## src/chg_pkg.sv

```systemverilog
package chg_pkg;

    // ------------------------------------------------------------
    // Register offsets (I2C subaddresses)
    // ------------------------------------------------------------
    localparam logic [7:0] ADDR_FUNC_ONE = 8'h07;
    localparam logic [7:0] ADDR_FUNC_TWO = 8'h08;
    localparam logic [7:0] ADDR_IRQ_EN = 8'h09;
    localparam logic [7:0] ADDR_IRQ_PEND = 8'h0A;
    localparam logic [7:0] ADDR_STAT_ONE = 8'h0B;
    localparam logic [7:0] ADDR_STAT_TWO = 8'h0C;
    localparam logic [7:0] ADDR_FAULT = 8'h0D;
    localparam logic [7:0] ADDR_SHORT_CFG = 8'h10;

    // ------------------------------------------------------------
    // Reset values and field positions
    // ------------------------------------------------------------
    localparam logic [7:0] FUNC_ONE_RST = 8'h47;
    localparam logic [7:0] FUNC_TWO_RST = 8'h00;
    localparam logic [7:0] IRQ_EN_RST = 8'h00;
    localparam logic [7:0] SHORT_CFG_RST = 8'h84;
    localparam int FC1_RUN_BIT = 0;
    localparam int FC1_TRICKLE_BIT = 1;
    localparam int FC1_EOC_BIT = 2;
    localparam int IRQ_VIN_BIT = 0;
    localparam int IRQ_CHG_BIT = 1;
    localparam int IRQ_BAT_BIT = 2;
    localparam int IRQ_THR_BIT = 3;
    localparam int IRQ_OT_BIT = 4;
    localparam int IRQ_WD_BIT = 5;
    localparam int IRQ_ISO_BIT = 6;
    localparam int IRQ_IPK_BIT = 7;
    localparam int FLT_OT_HIGH_BIT = 0;
    localparam int FLT_OT_LOW_BIT = 1;
    localparam int FLT_IPK_BIT = 2;
    localparam int FLT_SHORT_BIT = 3;
    localparam int SHORT_TMO_LSB = 5;
    localparam int SHORT_VOLT_LSB = 0;
    localparam logic [2:0] IPK_REPEAT_LIMIT = 3'h4;
    localparam logic [3:0] I2C_BYTE_BITS = 4'h8;

    // ------------------------------------------------------------
    // Timing
    // ------------------------------------------------------------
    localparam int CLK_HZ = 200000000;
    localparam int TICK_RATE_HZ = 1000;
    localparam int TICK_CYC_DEF = CLK_HZ / TICK_RATE_HZ;
    localparam int MS_PER_S = 1000;
    localparam int WD_GRACE_SHORT_S = 2;
    localparam int WD_GRACE_LONG_S = 4;
    localparam int MS_W = 18;
    localparam int SHORT_TMO_S [8] = '{1, 2, 4, 10, 30, 60, 120, 180};

    // ------------------------------------------------------------
    // Encodings and carriers
    // ------------------------------------------------------------
    typedef enum logic [2:0] {
        CHG_OFF = 3'b000, CHG_TRICKLE = 3'b001, CHG_FAST_CC = 3'b010,
        CHG_FAST_CV = 3'b011, CHG_COMPLETE = 3'b100, CHG_SUSPEND = 3'b101,
        CHG_TIMER_EXP = 3'b110, CHG_BAT_DETECT = 3'b111
    } chg_state_type;

    typedef enum logic [2:0] {
        BAT_MON_OFF = 3'b000, BAT_NONE = 3'b001, BAT_BELOW_TRK = 3'b010,
        BAT_TRK_TO_WEAK = 3'b011, BAT_ABOVE_WEAK = 3'b100
    } chg_bat_state_type;

    typedef enum logic [2:0] {
        I2C_IDLE = 3'b000, I2C_ADDR = 3'b001, I2C_SUB = 3'b010, I2C_WDATA = 3'b011,
        I2C_RDATA = 3'b100, I2C_ACK_TX = 3'b101, I2C_ACK_RX = 3'b110
    } chg_i2c_state_type;

    typedef struct packed {
        logic input_overvoltage;
        logic input_good;
        logic input_current_limited;
        logic die_temp_limited;
        chg_state_type charger_state_code;
        logic [2:0] thermistor_state_code;
        chg_bat_state_type battery_state_code;
    } chg_sense_type;

    typedef struct packed {
        logic isothermal;
        logic thermistor;
        logic battery_level;
        logic charge_mode;
        logic input_level;
    } chg_event_type;

    typedef struct packed {
        logic converter_enable;
        logic trickle_path_enable;
        logic termination_permit;
        logic [2:0] short_voltage_sel;
        logic [7:0] func_one;
        logic [7:0] func_two;
    } chg_ctrl_type;

endpackage

```

## src/chg_regs.sv

```systemverilog
`timescale 1ns/10ps
// Overview of operation
// RL1 - End of charge allowed only with permit bit
// RL2 - Trickle permit low disables trickle, runs converter
// RL3 - Run bit low disables the switching converter
// RL4 - Eight interrupt enables, reset zero, gate interrupts
// RL5 - Pending register flags source in enable position
// RL6 - Watchdog alarm within 2/4 sec of expiry
// RL7 - Status one reports overvoltage and input good
// RL8 - Status bit 5 shows input current limiting
// RL9 - Status bit 4 shows die temperature limiting
// RL10 - Charge done latches until power removal
// RL11 - Charger state field uses eight encodings
// RL12 - Peak repeat bit after four consecutive limits
// RL13 - Battery state field uses five encodings
// RL14 - Fault bit 3 on battery short
// RL15 - Fault bit 2 on inductor peak fault
// RL16 - Fault bits 1/0 on 130/140 degree faults
// RL17 - Fault bits clear by write one or power
// RL18 - Short timeout selected from eight durations
// RL19 - Short voltage threshold code, reset 100
// RL20 - Reads auto-increment subaddress until stop
// RL21 - Resume after shutdown needs cool die, cleared fault
// RL22 - Pending set with enable, cleared by reading
module chg_regs
    import chg_pkg::*;
#(
    parameter logic [6:0] DEV_ADDR = 7'h2A, // Arbitrary bus address
    parameter int TICK_CYC = TICK_CYC_DEF   // Cycles per 1 ms tick
) (
    input wire logic core_clk_i,              // System clock
    input wire logic rst_n_i,                 // Sync reset, active low
    input wire logic scl_i,                   // I2C clock
    input wire logic sda_i,                   // I2C data in
    output logic sda_o,                       // I2C data out, always low
    output logic sda_oe_o,                    // High while pulling data low
    input wire chg_sense_type sense_i,        // Analog status levels
    input wire chg_event_type irq_evt_i,      // Interrupt source pulses
    input wire logic ipk_evt_i,               // Inductor peak limit pulse
    input wire logic ipk_clean_i,             // Cycle without peak limit
    input wire logic ot_low_evt_i,            // 130 C fault pulse
    input wire logic ot_high_evt_i,           // 140 C fault pulse
    input wire logic die_below_110_i,         // Die cooled below 110 C
    input wire logic charge_end_evt_i,        // End of charge cycle pulse
    input wire logic vin_lost_i,              // Input power removed
    input wire logic short_cmp_i,             // Battery below short threshold
    input wire logic watchdog_expired_i,      // Watchdog period elapsed
    input wire logic watchdog_period_sel_i,   // 0: 32 s period, 1: 64 s
    output chg_ctrl_type ctrl_o,              // Converter controls
    output logic [7:0] irq_pending_o          // Pending flags
);

    // ------------------------------------------------------------
    // Declarations
    // ------------------------------------------------------------
    localparam logic [MS_W-1:0] TICK_LAST = MS_W'(TICK_CYC - 1);
    localparam logic [MS_W-1:0] WD_SHORT_MS = MS_W'(WD_GRACE_SHORT_S * MS_PER_S);
    localparam logic [MS_W-1:0] WD_LONG_MS = MS_W'(WD_GRACE_LONG_S * MS_PER_S);

    chg_i2c_state_type state_q;
    logic scl_q, sda_q, drive_q, rd_mode_q, got_sub_q, mack_q;
    logic [3:0] cnt_q;
    logic [7:0] shreg_q, tx_q, sub_q, rd_data;
    logic scl_rise, scl_fall, start_det, stop_det, wr_stb, rd_stb;
    logic [7:0] func_one_q, func_two_q, ien_q, pend_q, short_cfg_q, irq_src;
    logic [3:0] fault_q, fault_set, fault_w1c;
    logic [2:0] ipk_cnt_q;
    logic done_q, shutdown_q, wd_alarm, wd_armed_q, tick;
    logic [MS_W-1:0] tick_cnt_q, wd_ms_q, short_ms_q, short_limit, wd_limit;

    // ------------------------------------------------------------
    // I2C slave
    // ------------------------------------------------------------
    // Pins are synchronous, so one delay stage gives the edges
    always_ff @(posedge core_clk_i) begin
        if (!rst_n_i) begin
            scl_q <= 1'b1;
            sda_q <= 1'b1;
        end else begin
            scl_q <= scl_i;
            sda_q <= sda_i;
        end
    end

    assign scl_rise = scl_i & ~scl_q;
    assign scl_fall = ~scl_i & scl_q;
    assign start_det = scl_i & scl_q & sda_q & ~sda_i;
    assign stop_det = scl_i & scl_q & ~sda_q & sda_i;
    // Strobes fire on the SCL fall that closes a byte or an ack
    assign wr_stb = scl_fall && state_q == I2C_WDATA && cnt_q == I2C_BYTE_BITS;
    assign rd_stb = scl_fall && ((state_q == I2C_ACK_TX && rd_mode_q) ||
                                 (state_q == I2C_ACK_RX && mack_q));
    assign sda_o = 1'b0;
    assign sda_oe_o = drive_q;

    // Byte engine; data changes only while SCL is low
    always_ff @(posedge core_clk_i) begin
        if (!rst_n_i) begin
            state_q <= I2C_IDLE;
            cnt_q <= 4'h0;
            shreg_q <= 8'h00;
            tx_q <= 8'h00;
            sub_q <= 8'h00;
            drive_q <= 1'b0;
            rd_mode_q <= 1'b0;
            got_sub_q <= 1'b0;
            mack_q <= 1'b0;
        end else if (start_det) begin
            state_q <= I2C_ADDR;
            cnt_q <= 4'h0;
            drive_q <= 1'b0;
            got_sub_q <= 1'b0;
        end else if (stop_det) begin
            state_q <= I2C_IDLE;
            drive_q <= 1'b0;
        end else if (scl_rise) begin
            case (state_q)
                I2C_ADDR, I2C_SUB, I2C_WDATA: begin
                    shreg_q <= {shreg_q[6:0], sda_i};
                    cnt_q <= cnt_q + 4'h1;
                end
                I2C_RDATA: cnt_q <= cnt_q + 4'h1;
                I2C_ACK_RX: mack_q <= ~sda_i;
                default: ;
            endcase
        end else if (scl_fall) begin
            case (state_q)
                I2C_ADDR: begin
                    if (cnt_q == I2C_BYTE_BITS) begin
                        if (shreg_q[7:1] == DEV_ADDR) begin
                            drive_q <= 1'b1;
                            rd_mode_q <= shreg_q[0];
                            state_q <= I2C_ACK_TX;
                        end else begin
                            state_q <= I2C_IDLE;
                        end
                    end
                end
                I2C_SUB: begin
                    if (cnt_q == I2C_BYTE_BITS) begin
                        sub_q <= shreg_q;
                        got_sub_q <= 1'b1;
                        drive_q <= 1'b1;
                        state_q <= I2C_ACK_TX;
                    end
                end
                I2C_WDATA: begin
                    if (cnt_q == I2C_BYTE_BITS) begin
                        sub_q <= sub_q + 8'h01;
                        drive_q <= 1'b1;
                        state_q <= I2C_ACK_TX;
                    end
                end
                I2C_ACK_TX, I2C_ACK_RX: begin
                    cnt_q <= 4'h0;
                    if (rd_stb) begin
                        // Load next byte and step the subaddress
                        tx_q <= rd_data; // RL20
                        drive_q <= ~rd_data[7];
                        sub_q <= sub_q + 8'h01; // RL20
                        state_q <= I2C_RDATA;
                    end else begin
                        drive_q <= 1'b0;
                        if (state_q == I2C_ACK_RX) begin
                            state_q <= I2C_IDLE;
                        end else if (got_sub_q) begin
                            state_q <= I2C_WDATA;
                        end else begin
                            state_q <= I2C_SUB;
                        end
                    end
                end
                I2C_RDATA: begin
                    if (cnt_q == I2C_BYTE_BITS) begin
                        drive_q <= 1'b0;
                        state_q <= I2C_ACK_RX;
                    end else begin
                        drive_q <= ~tx_q[3'(4'h7 - cnt_q)];
                    end
                end
                default: ;
            endcase
        end
    end

    // ------------------------------------------------------------
    // Read mux
    // ------------------------------------------------------------
    // Unmapped subaddresses read as zero
    always_comb begin
        if (sub_q == ADDR_FUNC_ONE) begin
            rd_data = func_one_q;
        end else if (sub_q == ADDR_FUNC_TWO) begin
            rd_data = func_two_q;
        end else if (sub_q == ADDR_IRQ_EN) begin
            rd_data = ien_q;
        end else if (sub_q == ADDR_IRQ_PEND) begin
            rd_data = pend_q;
        end else if (sub_q == ADDR_STAT_ONE) begin
            rd_data = {sense_i.input_overvoltage, sense_i.input_good, // RL7
                       sense_i.input_current_limited, sense_i.die_temp_limited, // RL8 RL9
                       done_q, sense_i.charger_state_code}; // RL10 RL11
        end else if (sub_q == ADDR_STAT_TWO) begin
            rd_data = {sense_i.thermistor_state_code, ipk_cnt_q >= IPK_REPEAT_LIMIT,
                       1'b0, sense_i.battery_state_code}; // RL12 RL13
        end else if (sub_q == ADDR_FAULT) begin
            rd_data = {4'h0, fault_q};
        end else if (sub_q == ADDR_SHORT_CFG) begin
            rd_data = short_cfg_q;
        end else begin
            rd_data = 8'h00;
        end
    end

    // ------------------------------------------------------------
    // Control registers
    // ------------------------------------------------------------
    always_ff @(posedge core_clk_i) begin
        if (!rst_n_i) begin
            func_one_q <= FUNC_ONE_RST;
            func_two_q <= FUNC_TWO_RST;
            ien_q <= IRQ_EN_RST; // RL4
            short_cfg_q <= SHORT_CFG_RST; // RL18 RL19
        end else if (wr_stb) begin
            if (sub_q == ADDR_FUNC_ONE) begin
                func_one_q <= shreg_q;
            end else if (sub_q == ADDR_FUNC_TWO) begin
                func_two_q <= shreg_q;
            end else if (sub_q == ADDR_IRQ_EN) begin
                ien_q <= shreg_q;
            end else if (sub_q == ADDR_SHORT_CFG) begin
                short_cfg_q <= shreg_q;
            end
        end
    end

    // Converter steering; thermal shutdown overrides the run bit
    always_comb begin
        ctrl_o.converter_enable = func_one_q[FC1_RUN_BIT] & ~shutdown_q; // RL3 RL21
        ctrl_o.trickle_path_enable = ctrl_o.converter_enable &
                                     func_one_q[FC1_TRICKLE_BIT]; // RL2
        ctrl_o.termination_permit = func_one_q[FC1_EOC_BIT]; // RL1
        ctrl_o.short_voltage_sel = short_cfg_q[SHORT_VOLT_LSB +: 3]; // RL19
        ctrl_o.func_one = func_one_q;
        ctrl_o.func_two = func_two_q;
    end

    // ------------------------------------------------------------
    // Millisecond tick, watchdog alarm, short detect
    // ------------------------------------------------------------
    // Long timeouts run on a 1 ms enable so counters stay narrow
    always_ff @(posedge core_clk_i) begin
        if (!rst_n_i || tick) begin
            tick_cnt_q <= '0;
        end else begin
            tick_cnt_q <= tick_cnt_q + 1'b1;
        end
    end
    assign tick = tick_cnt_q == TICK_LAST;

    assign wd_limit = watchdog_period_sel_i ? WD_LONG_MS : WD_SHORT_MS; // RL6
    assign wd_alarm = wd_armed_q && tick && wd_ms_q == wd_limit - 1'b1;

    // Grace counter; alarm fires once per expiry
    always_ff @(posedge core_clk_i) begin
        if (!rst_n_i || !watchdog_expired_i) begin
            wd_ms_q <= '0;
            wd_armed_q <= 1'b1;
        end else if (tick && wd_armed_q) begin
            wd_ms_q <= wd_ms_q + 1'b1; // RL6
            wd_armed_q <= !wd_alarm;
        end
    end

    // Timeout table lookup by selected code
    always_comb begin
        short_limit = MS_W'(SHORT_TMO_S[short_cfg_q[SHORT_TMO_LSB +: 3]] * MS_PER_S); // RL18
    end

    // Counts how long the battery stays under the short threshold
    always_ff @(posedge core_clk_i) begin
        if (!rst_n_i || !short_cmp_i) begin
            short_ms_q <= '0;
        end else if (tick && short_ms_q != short_limit) begin
            short_ms_q <= short_ms_q + 1'b1;
        end
    end

    // ------------------------------------------------------------
    // Fault register, peak repeat, charge done, shutdown
    // ------------------------------------------------------------
    // Consecutive peak limits saturate at the repeat limit
    always_ff @(posedge core_clk_i) begin
        if (!rst_n_i || ipk_clean_i) begin
            ipk_cnt_q <= 3'h0;
        end else if (ipk_evt_i && ipk_cnt_q != IPK_REPEAT_LIMIT) begin
            ipk_cnt_q <= ipk_cnt_q + 3'h1; // RL12
        end
    end

    always_comb begin
        fault_set = 4'h0;
        fault_set[FLT_SHORT_BIT] = short_cmp_i && tick &&
                                   short_ms_q == short_limit - 1'b1; // RL14
        fault_set[FLT_IPK_BIT] = ipk_evt_i && !ipk_clean_i &&
                                 ipk_cnt_q == IPK_REPEAT_LIMIT - 3'h1; // RL15
        fault_set[FLT_OT_LOW_BIT] = ot_low_evt_i; // RL16
        fault_set[FLT_OT_HIGH_BIT] = ot_high_evt_i; // RL16
        fault_w1c = (wr_stb && sub_q == ADDR_FAULT) ? shreg_q[3:0] : 4'h0;
    end

    // Write one or power loss clears; a new fault in the same cycle wins
    always_ff @(posedge core_clk_i) begin
        if (!rst_n_i) begin
            fault_q <= 4'h0;
        end else begin
            fault_q <= (fault_q & ~fault_w1c & {4{~vin_lost_i}}) | fault_set; // RL17
        end
    end

    // Done stays latched through recharge; only power loss clears it
    always_ff @(posedge core_clk_i) begin
        if (!rst_n_i) begin
            done_q <= 1'b0;
        end else if (charge_end_evt_i) begin
            done_q <= 1'b1; // RL10
        end else if (vin_lost_i) begin
            done_q <= 1'b0;
        end
    end

    // Shutdown holds until the die is cool and the fault bit is cleared
    always_ff @(posedge core_clk_i) begin
        if (!rst_n_i) begin
            shutdown_q <= 1'b0;
        end else if (ot_high_evt_i) begin
            shutdown_q <= 1'b1;
        end else if (die_below_110_i && !fault_q[FLT_OT_HIGH_BIT]) begin
            shutdown_q <= 1'b0; // RL21
        end
    end

    // ------------------------------------------------------------
    // Interrupt pending flags
    // ------------------------------------------------------------
    always_comb begin
        irq_src = 8'h00;
        irq_src[IRQ_VIN_BIT] = irq_evt_i.input_level;
        irq_src[IRQ_CHG_BIT] = irq_evt_i.charge_mode;
        irq_src[IRQ_BAT_BIT] = irq_evt_i.battery_level;
        irq_src[IRQ_THR_BIT] = irq_evt_i.thermistor;
        irq_src[IRQ_OT_BIT] = ot_low_evt_i | ot_high_evt_i;
        irq_src[IRQ_WD_BIT] = wd_alarm; // RL6
        irq_src[IRQ_ISO_BIT] = irq_evt_i.isothermal;
        irq_src[IRQ_IPK_BIT] = ipk_evt_i;
    end

    // Reading the register clears it; an event in that cycle survives
    always_ff @(posedge core_clk_i) begin
        if (!rst_n_i) begin
            pend_q <= 8'h00;
        end else begin
            pend_q <= (pend_q & ~{8{rd_stb && sub_q == ADDR_IRQ_PEND}})
                      | (irq_src & ien_q); // RL4 RL5 RL22
        end
    end
    assign irq_pending_o = pend_q;
endmodule

```

## config.mk

```make
export PLATFORM = sky130hd
export DESIGN_NAME = chg_regs
export DESIGN_NICKNAME = d
export VERILOG_FILES = /design/src/chg_pkg.sv /design/src/chg_regs.sv
export SDC_FILE = /design/constraint.sdc
export NUM_CORES = 1
export LEC_CHECK = 0
export ABC_CLOCK_PERIOD_IN_PS = 6400
export BUFFER_PORTS_ARGS = -buffer_cell sky130_fd_sc_hd__buf_2
export CAP_MARGIN = 25
export CORE_UTILIZATION = 61
export DETAILED_ROUTE_END_ITERATION = 7
export GPL_TIMING_DRIVEN = 1
export PLACE_DENSITY = 0.92
export SKIP_LAST_GASP = 1
export SLEW_MARGIN = 20
export SYNTH_ARGS = -nofsm -noshare
export SYNTH_HDL_FRONTEND = slang
export SYNTH_SLANG_ARGS = --single-unit
```

## constraint.sdc

```tcl
create_clock -name core_clk_i -period 6.4 [get_ports core_clk_i]
set_input_delay 0.32 -clock core_clk_i [delete_from_list [all_inputs] [get_ports core_clk_i]]
set_output_delay 0.32 -clock core_clk_i [all_outputs]
set_load 0.01 [all_outputs]
```

==> results.txt <==
Post-CTS timing repair inserted 0 buffers for setup. The I/O pin count was 64. The all-layer global routing usage is 0.312, and the data arrival time of the critical path is 5.71 ns. In this run, placement finished with an instance count of 1194. For the initial core utilization, the log shows 0.633.

The detailed router's first-iteration violation count is 843. The wire length per cell after detailed routing was 18.0 µm. The tools report the maximum ir drop on the vdd rail as 0.196 mV.

After the last flow step, the layout net total stands at 1123. At the end of routability-driven placement, the weighted congestion stood at 0.923. The run gives 4 as the depth of the CTS H-tree.

The total of endpoints with negative setup slack in the final report is 0. In the routed layout, each cell is associated on average with a via count of 6.24. Detailed-route wire length: 22.1 mm. Counting flops with a built-in enable in the synthesized netlist gives 0. The switching power summed over all nets is 0.000449 W, and the area growth from synthesis to final layout is 11.6%. The run gives 0 ns as the final setup TNS. The run finished with clean final reports. The number of buffers inserted for hold repair after clock tree synthesis came out at 0.

By area the synthesized netlist is led by sky130_fd_sc_hd__dfxtp_1 33%, sky130_fd_sc_hd__ha_1 6.8%, sky130_fd_sc_hd__mux2i_1 4.5%. After legalization and detailed placement, the total HPWL measured 15.4 mm. Synthesis instantiated 72 different standard cells from the library. The depth of the most critical reg-to-reg path was 20. Most frequently used flop master after synthesis: sky130_fd_sc_hd__dfxtp_1.

The run gives 0.0144 mm² as the total die area. The worst setup path is captured at a flip-flop. Counting flops and latches in the post-synthesis netlist gives 141.

The pre-CTS setup slack was 1.23 ns; the post-synthesis instance area was 0.00848 mm². For the worst-skew pair, the clock arrives at the later sink with an insertion delay of 0.44 ns. The first TritonRoute pass finished after 6 iterations. For the post-detailed-placement cell area, the log shows 0.00880 mm². The endpoint of the worst register-to-register path was short_ms_q[2].

0 antenna diodes ended up in the layout. The average cell area after synthesis works out to 8.43 µm². Count of endpoints failing hold in the final timing report: 0. For flop-to-flop paths, the worst setup slack is 1.06 ns. The internal power is 0.00161 W. The finished cells cover 0.00947 mm².

The die height was 120 µm; the share of power burned in combinational logic was 0.031. The number of antenna-violating nets in the routed design was 0; the die width was 120 µm. The total of cells resized after clock tree synthesis is 0, and the peak per-stage delay on the critical path is 0.64 ns. The top cell type's share of synthesized area is 0.333, and the synthesized netlist cell count is 1006. The clock power share is 0.537, and the post-route core utilization is 0.706.

The number of clock buffers added by TritonCTS is 17. The maximum net fanout on the critical path works out to 15. The final max-slew violation count is 0. Among all stages on the critical path, the largest delay is contributed by sky130_fd_sc_hd__dfxtp_1. In this run the static leakage power is 3.71 nW.

The floorplan has 42 rows. Dividing total power by cell area gives a power density of 217 mW/mm². Setup repair after global routing left no endpoint under its margin.

The required arrival time at the worst endpoint is 6.78 ns, and the fraction of final layout cells sized beyond drive strength 1 is 0.116. The critical path goes through nand2b_1 > nor2_1 > nor2_1 > inv_1 > ha_1 > inv_1 > fa_1 > xor2_1 > xnor2_1 > fa_1 > inv_1 > ha_1 > o21a_1 > o21a_1 > a22oi_1 > a2111o_1 > a211oi_1 > a31oi_2 > a21oi_1 > a31o_2. The transition time at the pin with the least slew margin was 0.921 ns.

The share of the cycle needed by the critical path after routing is 0.834, and the total of buffers placed on input and output ports is 62. The end point of the critical path is short_ms_q[2]. The switching share of power works out to 0.218.

TritonCTS built the clock tree. Sequential cell fraction of total power: 0.433. Excluding fillers, the count of instances in the completed layout stands at 1227. In this design, the critical path's most frequently occurring cell is sky130_fd_sc_hd__inv_1. The tools report the sum of overflow across all layers after global routing as 0.

The worst setup path is of the reg -> reg kind. The tree built by TritonCTS fans out to 141 sinks. The type of the tightest min-delay check was in -> reg. sky130_fd_sc_hd__dfxtp_1 takes more of the synthesized area than any other cell.

The tools report the highest attainable clock frequency as 187 MHz. Pin count of the biggest net entering global routing: 82. The worst setup path is launched from a flip-flop.

Clock-pin slew was measured on the worst setup and hold paths at 0.06 ns. The shortest clock period the worst path allows after layout works out to 5.34 ns. The setup slack of the critical path after layout was 1.06 ns; the clock tree skew after final layout was 0.0127 ns.

Share of synthesized registers carrying an async set or reset: 0. The worst register-to-register path begins at short_cfg_q[6]. The initial antenna violation count was 0. The run gives 7337 as the number of global-route vias before repair.

The vias after detailed routing is 7660. The normalized max-slew margin is 0.381. The clock passes through at most 2 buffers. Cell chosen for the clock root: sky130_fd_sc_hd__clkbuf_16. The first global-routing pass estimated 35.7 mm of wire. After detailed routing, the number of remaining DRC violations is 0.

The tools report the post-synthesis sequential area ratio as 0.333. For the area of the core region, the log shows 0.0134 mm². Yosys printed 0 warnings.

Across the run, the number of max-cap violations was 0. The launch point of the worst path is short_cfg_q[6].
[state kept, by name, summed over array words and instances (netlist names), 4 cells and up]
| name | count |
|---|---|
| shreg_q | 8 |
| fault_q | 4 |
| func_two_q | 8 |
| irq_pending_o | 8 |
| tx_q | 8 |
| sub_q | 8 |
| ien_q | 8 |
| wd_ms_q | 18 |
| short_ms_q | 18 |
| short_cfg_q | 8 |
| tick_cnt_q | 18 |
| cnt_q | 4 |
| func_one_q | 8 |
[layout make-up]
class                      instances  area [µm²]
timing repair buffer              66         340
fill                             980        3940
inverter                          47         176
sequential                       141        2820
clock buffer                      17         425
clock inverter                    15         234
multi-input combinational        765        5250
tap                              176         220
[routing by layer]
layer	track usage	vias to the layer above	wire, µm
met2	0.533	338	10900
met3	0.0585	60	1580
met4	0.120	0	577
met5	0	-	0
li1	-	3610	-
met1	0.386	3652	9010
[cell usage in the layout, fill, tap and decap left out, types with 5 or more instances in the layout]
cell type,count
sky130_fd_sc_hd__or3_1,13
sky130_fd_sc_hd__fa_1,7
sky130_fd_sc_hd__o21ai_0,43
sky130_fd_sc_hd__a221oi_1,9
sky130_fd_sc_hd__buf_2,62
sky130_fd_sc_hd__and3_1,24
sky130_fd_sc_hd__nand2_1,97
sky130_fd_sc_hd__ha_1,46
sky130_fd_sc_hd__nand2b_1,15
sky130_fd_sc_hd__xor2_1,38
sky130_fd_sc_hd__nor2b_1,46
sky130_fd_sc_hd__clkbuf_16,17
sky130_fd_sc_hd__nand3_1,34
sky130_fd_sc_hd__mux2i_1,38
sky130_fd_sc_hd__o21a_1,10
sky130_fd_sc_hd__xnor2_1,31
sky130_fd_sc_hd__a31oi_1,15
sky130_fd_sc_hd__a211o_1,6
sky130_fd_sc_hd__bufinv_16,5
sky130_fd_sc_hd__nor4b_1,5
sky130_fd_sc_hd__a22oi_1,12
sky130_fd_sc_hd__a221o_1,6
sky130_fd_sc_hd__a21boi_0,9
sky130_fd_sc_hd__inv_1,46
sky130_fd_sc_hd__o211ai_1,13
sky130_fd_sc_hd__nor2_1,78
sky130_fd_sc_hd__nor3_1,19
sky130_fd_sc_hd__and2_1,21
sky130_fd_sc_hd__nand4_1,21
sky130_fd_sc_hd__a21oi_1,38
sky130_fd_sc_hd__dfxtp_1,141
[worst max-delay path: cells and delay by family (launching register included)]
| kind | cells | cell delay [ns] |
|---|---|---|
| AND/OR/NAND/NOR | 3 | 0.62 |
| adder cells (fa/ha/maj) | 4 | 1.69 |
| AO/OA/AOI/OAI | 8 | 1.86 |
| buffers and inverters | 3 | 0.17 |
| XOR/XNOR | 2 | 0.30 |
| flip-flops | 1 | 0.64 |
[synthesized netlist by cell type, types with 12 or more instances]
| master | number |
|---|---|
| sky130_fd_sc_hd__nand3_1 | 34 |
| sky130_fd_sc_hd__a31oi_1 | 15 |
| sky130_fd_sc_hd__nand4_1 | 21 |
| sky130_fd_sc_hd__and2_1 | 21 |
| sky130_fd_sc_hd__o21ai_0 | 43 |
| sky130_fd_sc_hd__clkbuf_1 | 39 |
| sky130_fd_sc_hd__ha_1 | 46 |
| sky130_fd_sc_hd__inv_1 | 46 |
| sky130_fd_sc_hd__xor2_1 | 38 |
| sky130_fd_sc_hd__nand2b_1 | 15 |
| sky130_fd_sc_hd__o211ai_1 | 13 |
| sky130_fd_sc_hd__and3_1 | 24 |
| sky130_fd_sc_hd__nor2b_1 | 46 |
| sky130_fd_sc_hd__a21oi_1 | 38 |
| sky130_fd_sc_hd__nor3_1 | 19 |
| sky130_fd_sc_hd__nand2_1 | 97 |
| sky130_fd_sc_hd__or3_1 | 13 |
| sky130_fd_sc_hd__a22oi_1 | 12 |
| sky130_fd_sc_hd__dfxtp_1 | 141 |
| sky130_fd_sc_hd__xnor2_1 | 31 |
| sky130_fd_sc_hd__mux2i_1 | 38 |
| sky130_fd_sc_hd__nor2_1 | 78 |
[per-stage QoR]
| step | hold slack (ns) | power (W) |
|---|---|---|
| global route | 0.103 | 0.00211 |
| CTS | 0.0959 | 0.00206 |
| global placement | 0.438 | 0.000968 |
| floorplan | 0.421 | 0.000947 |
| finish | 0.0966 | 0.00206 |
| detailed placement | 0.456 | 0.000970 |
[cells by family (layout without fill, tap and decap cells)]
| family | count (synthesis) | after routing | share of synthesized area |
|---|---|---|---|
| other | 2 | 3 | 0.000885 |
| multiplexers | 42 | 42 | 0.0528 |
| AO/OA/AOI/OAI | 194 | 194 | 0.154 |
| buffers and inverters | 101 | 145 | 0.0494 |
| XOR/XNOR | 70 | 70 | 0.0739 |
| adder cells (fa/ha/maj) | 53 | 53 | 0.0844 |
| AND/OR/NAND/NOR | 403 | 403 | 0.252 |
| flip-flops | 141 | 141 | 0.333 |
[power groups by stage]
stage | Combinational [W] | Clock (W) | Sequential, W
2_1_floorplan | 0.0000414 | 0 | 0.000905
3_3_place_gp | 0.0000605 | 0 | 0.000907
3_5_place_dp | 0.0000622 | 0 | 0.000908
4_1_cts | 0.0000628 | 0.00111 | 0.000889
5_1_grt | 0.0000696 | 0.00115 | 0.000889
6_report | 0.0000634 | 0.00110 | 0.000889
[worst min-delay path by stage]
stage | start | end | cells past startpoint
global route | charge_end_evt_i | done_q | 2
detailed placement | tick_cnt_q[0] | tick_cnt_q[0] | 1
finish | charge_end_evt_i | done_q | 2
CTS | charge_end_evt_i | done_q | 2
global placement | tick_cnt_q[0] | tick_cnt_q[0] | 1
floorplan | sda_i | sda_q | 1
(Power assumes the default switching activity.)
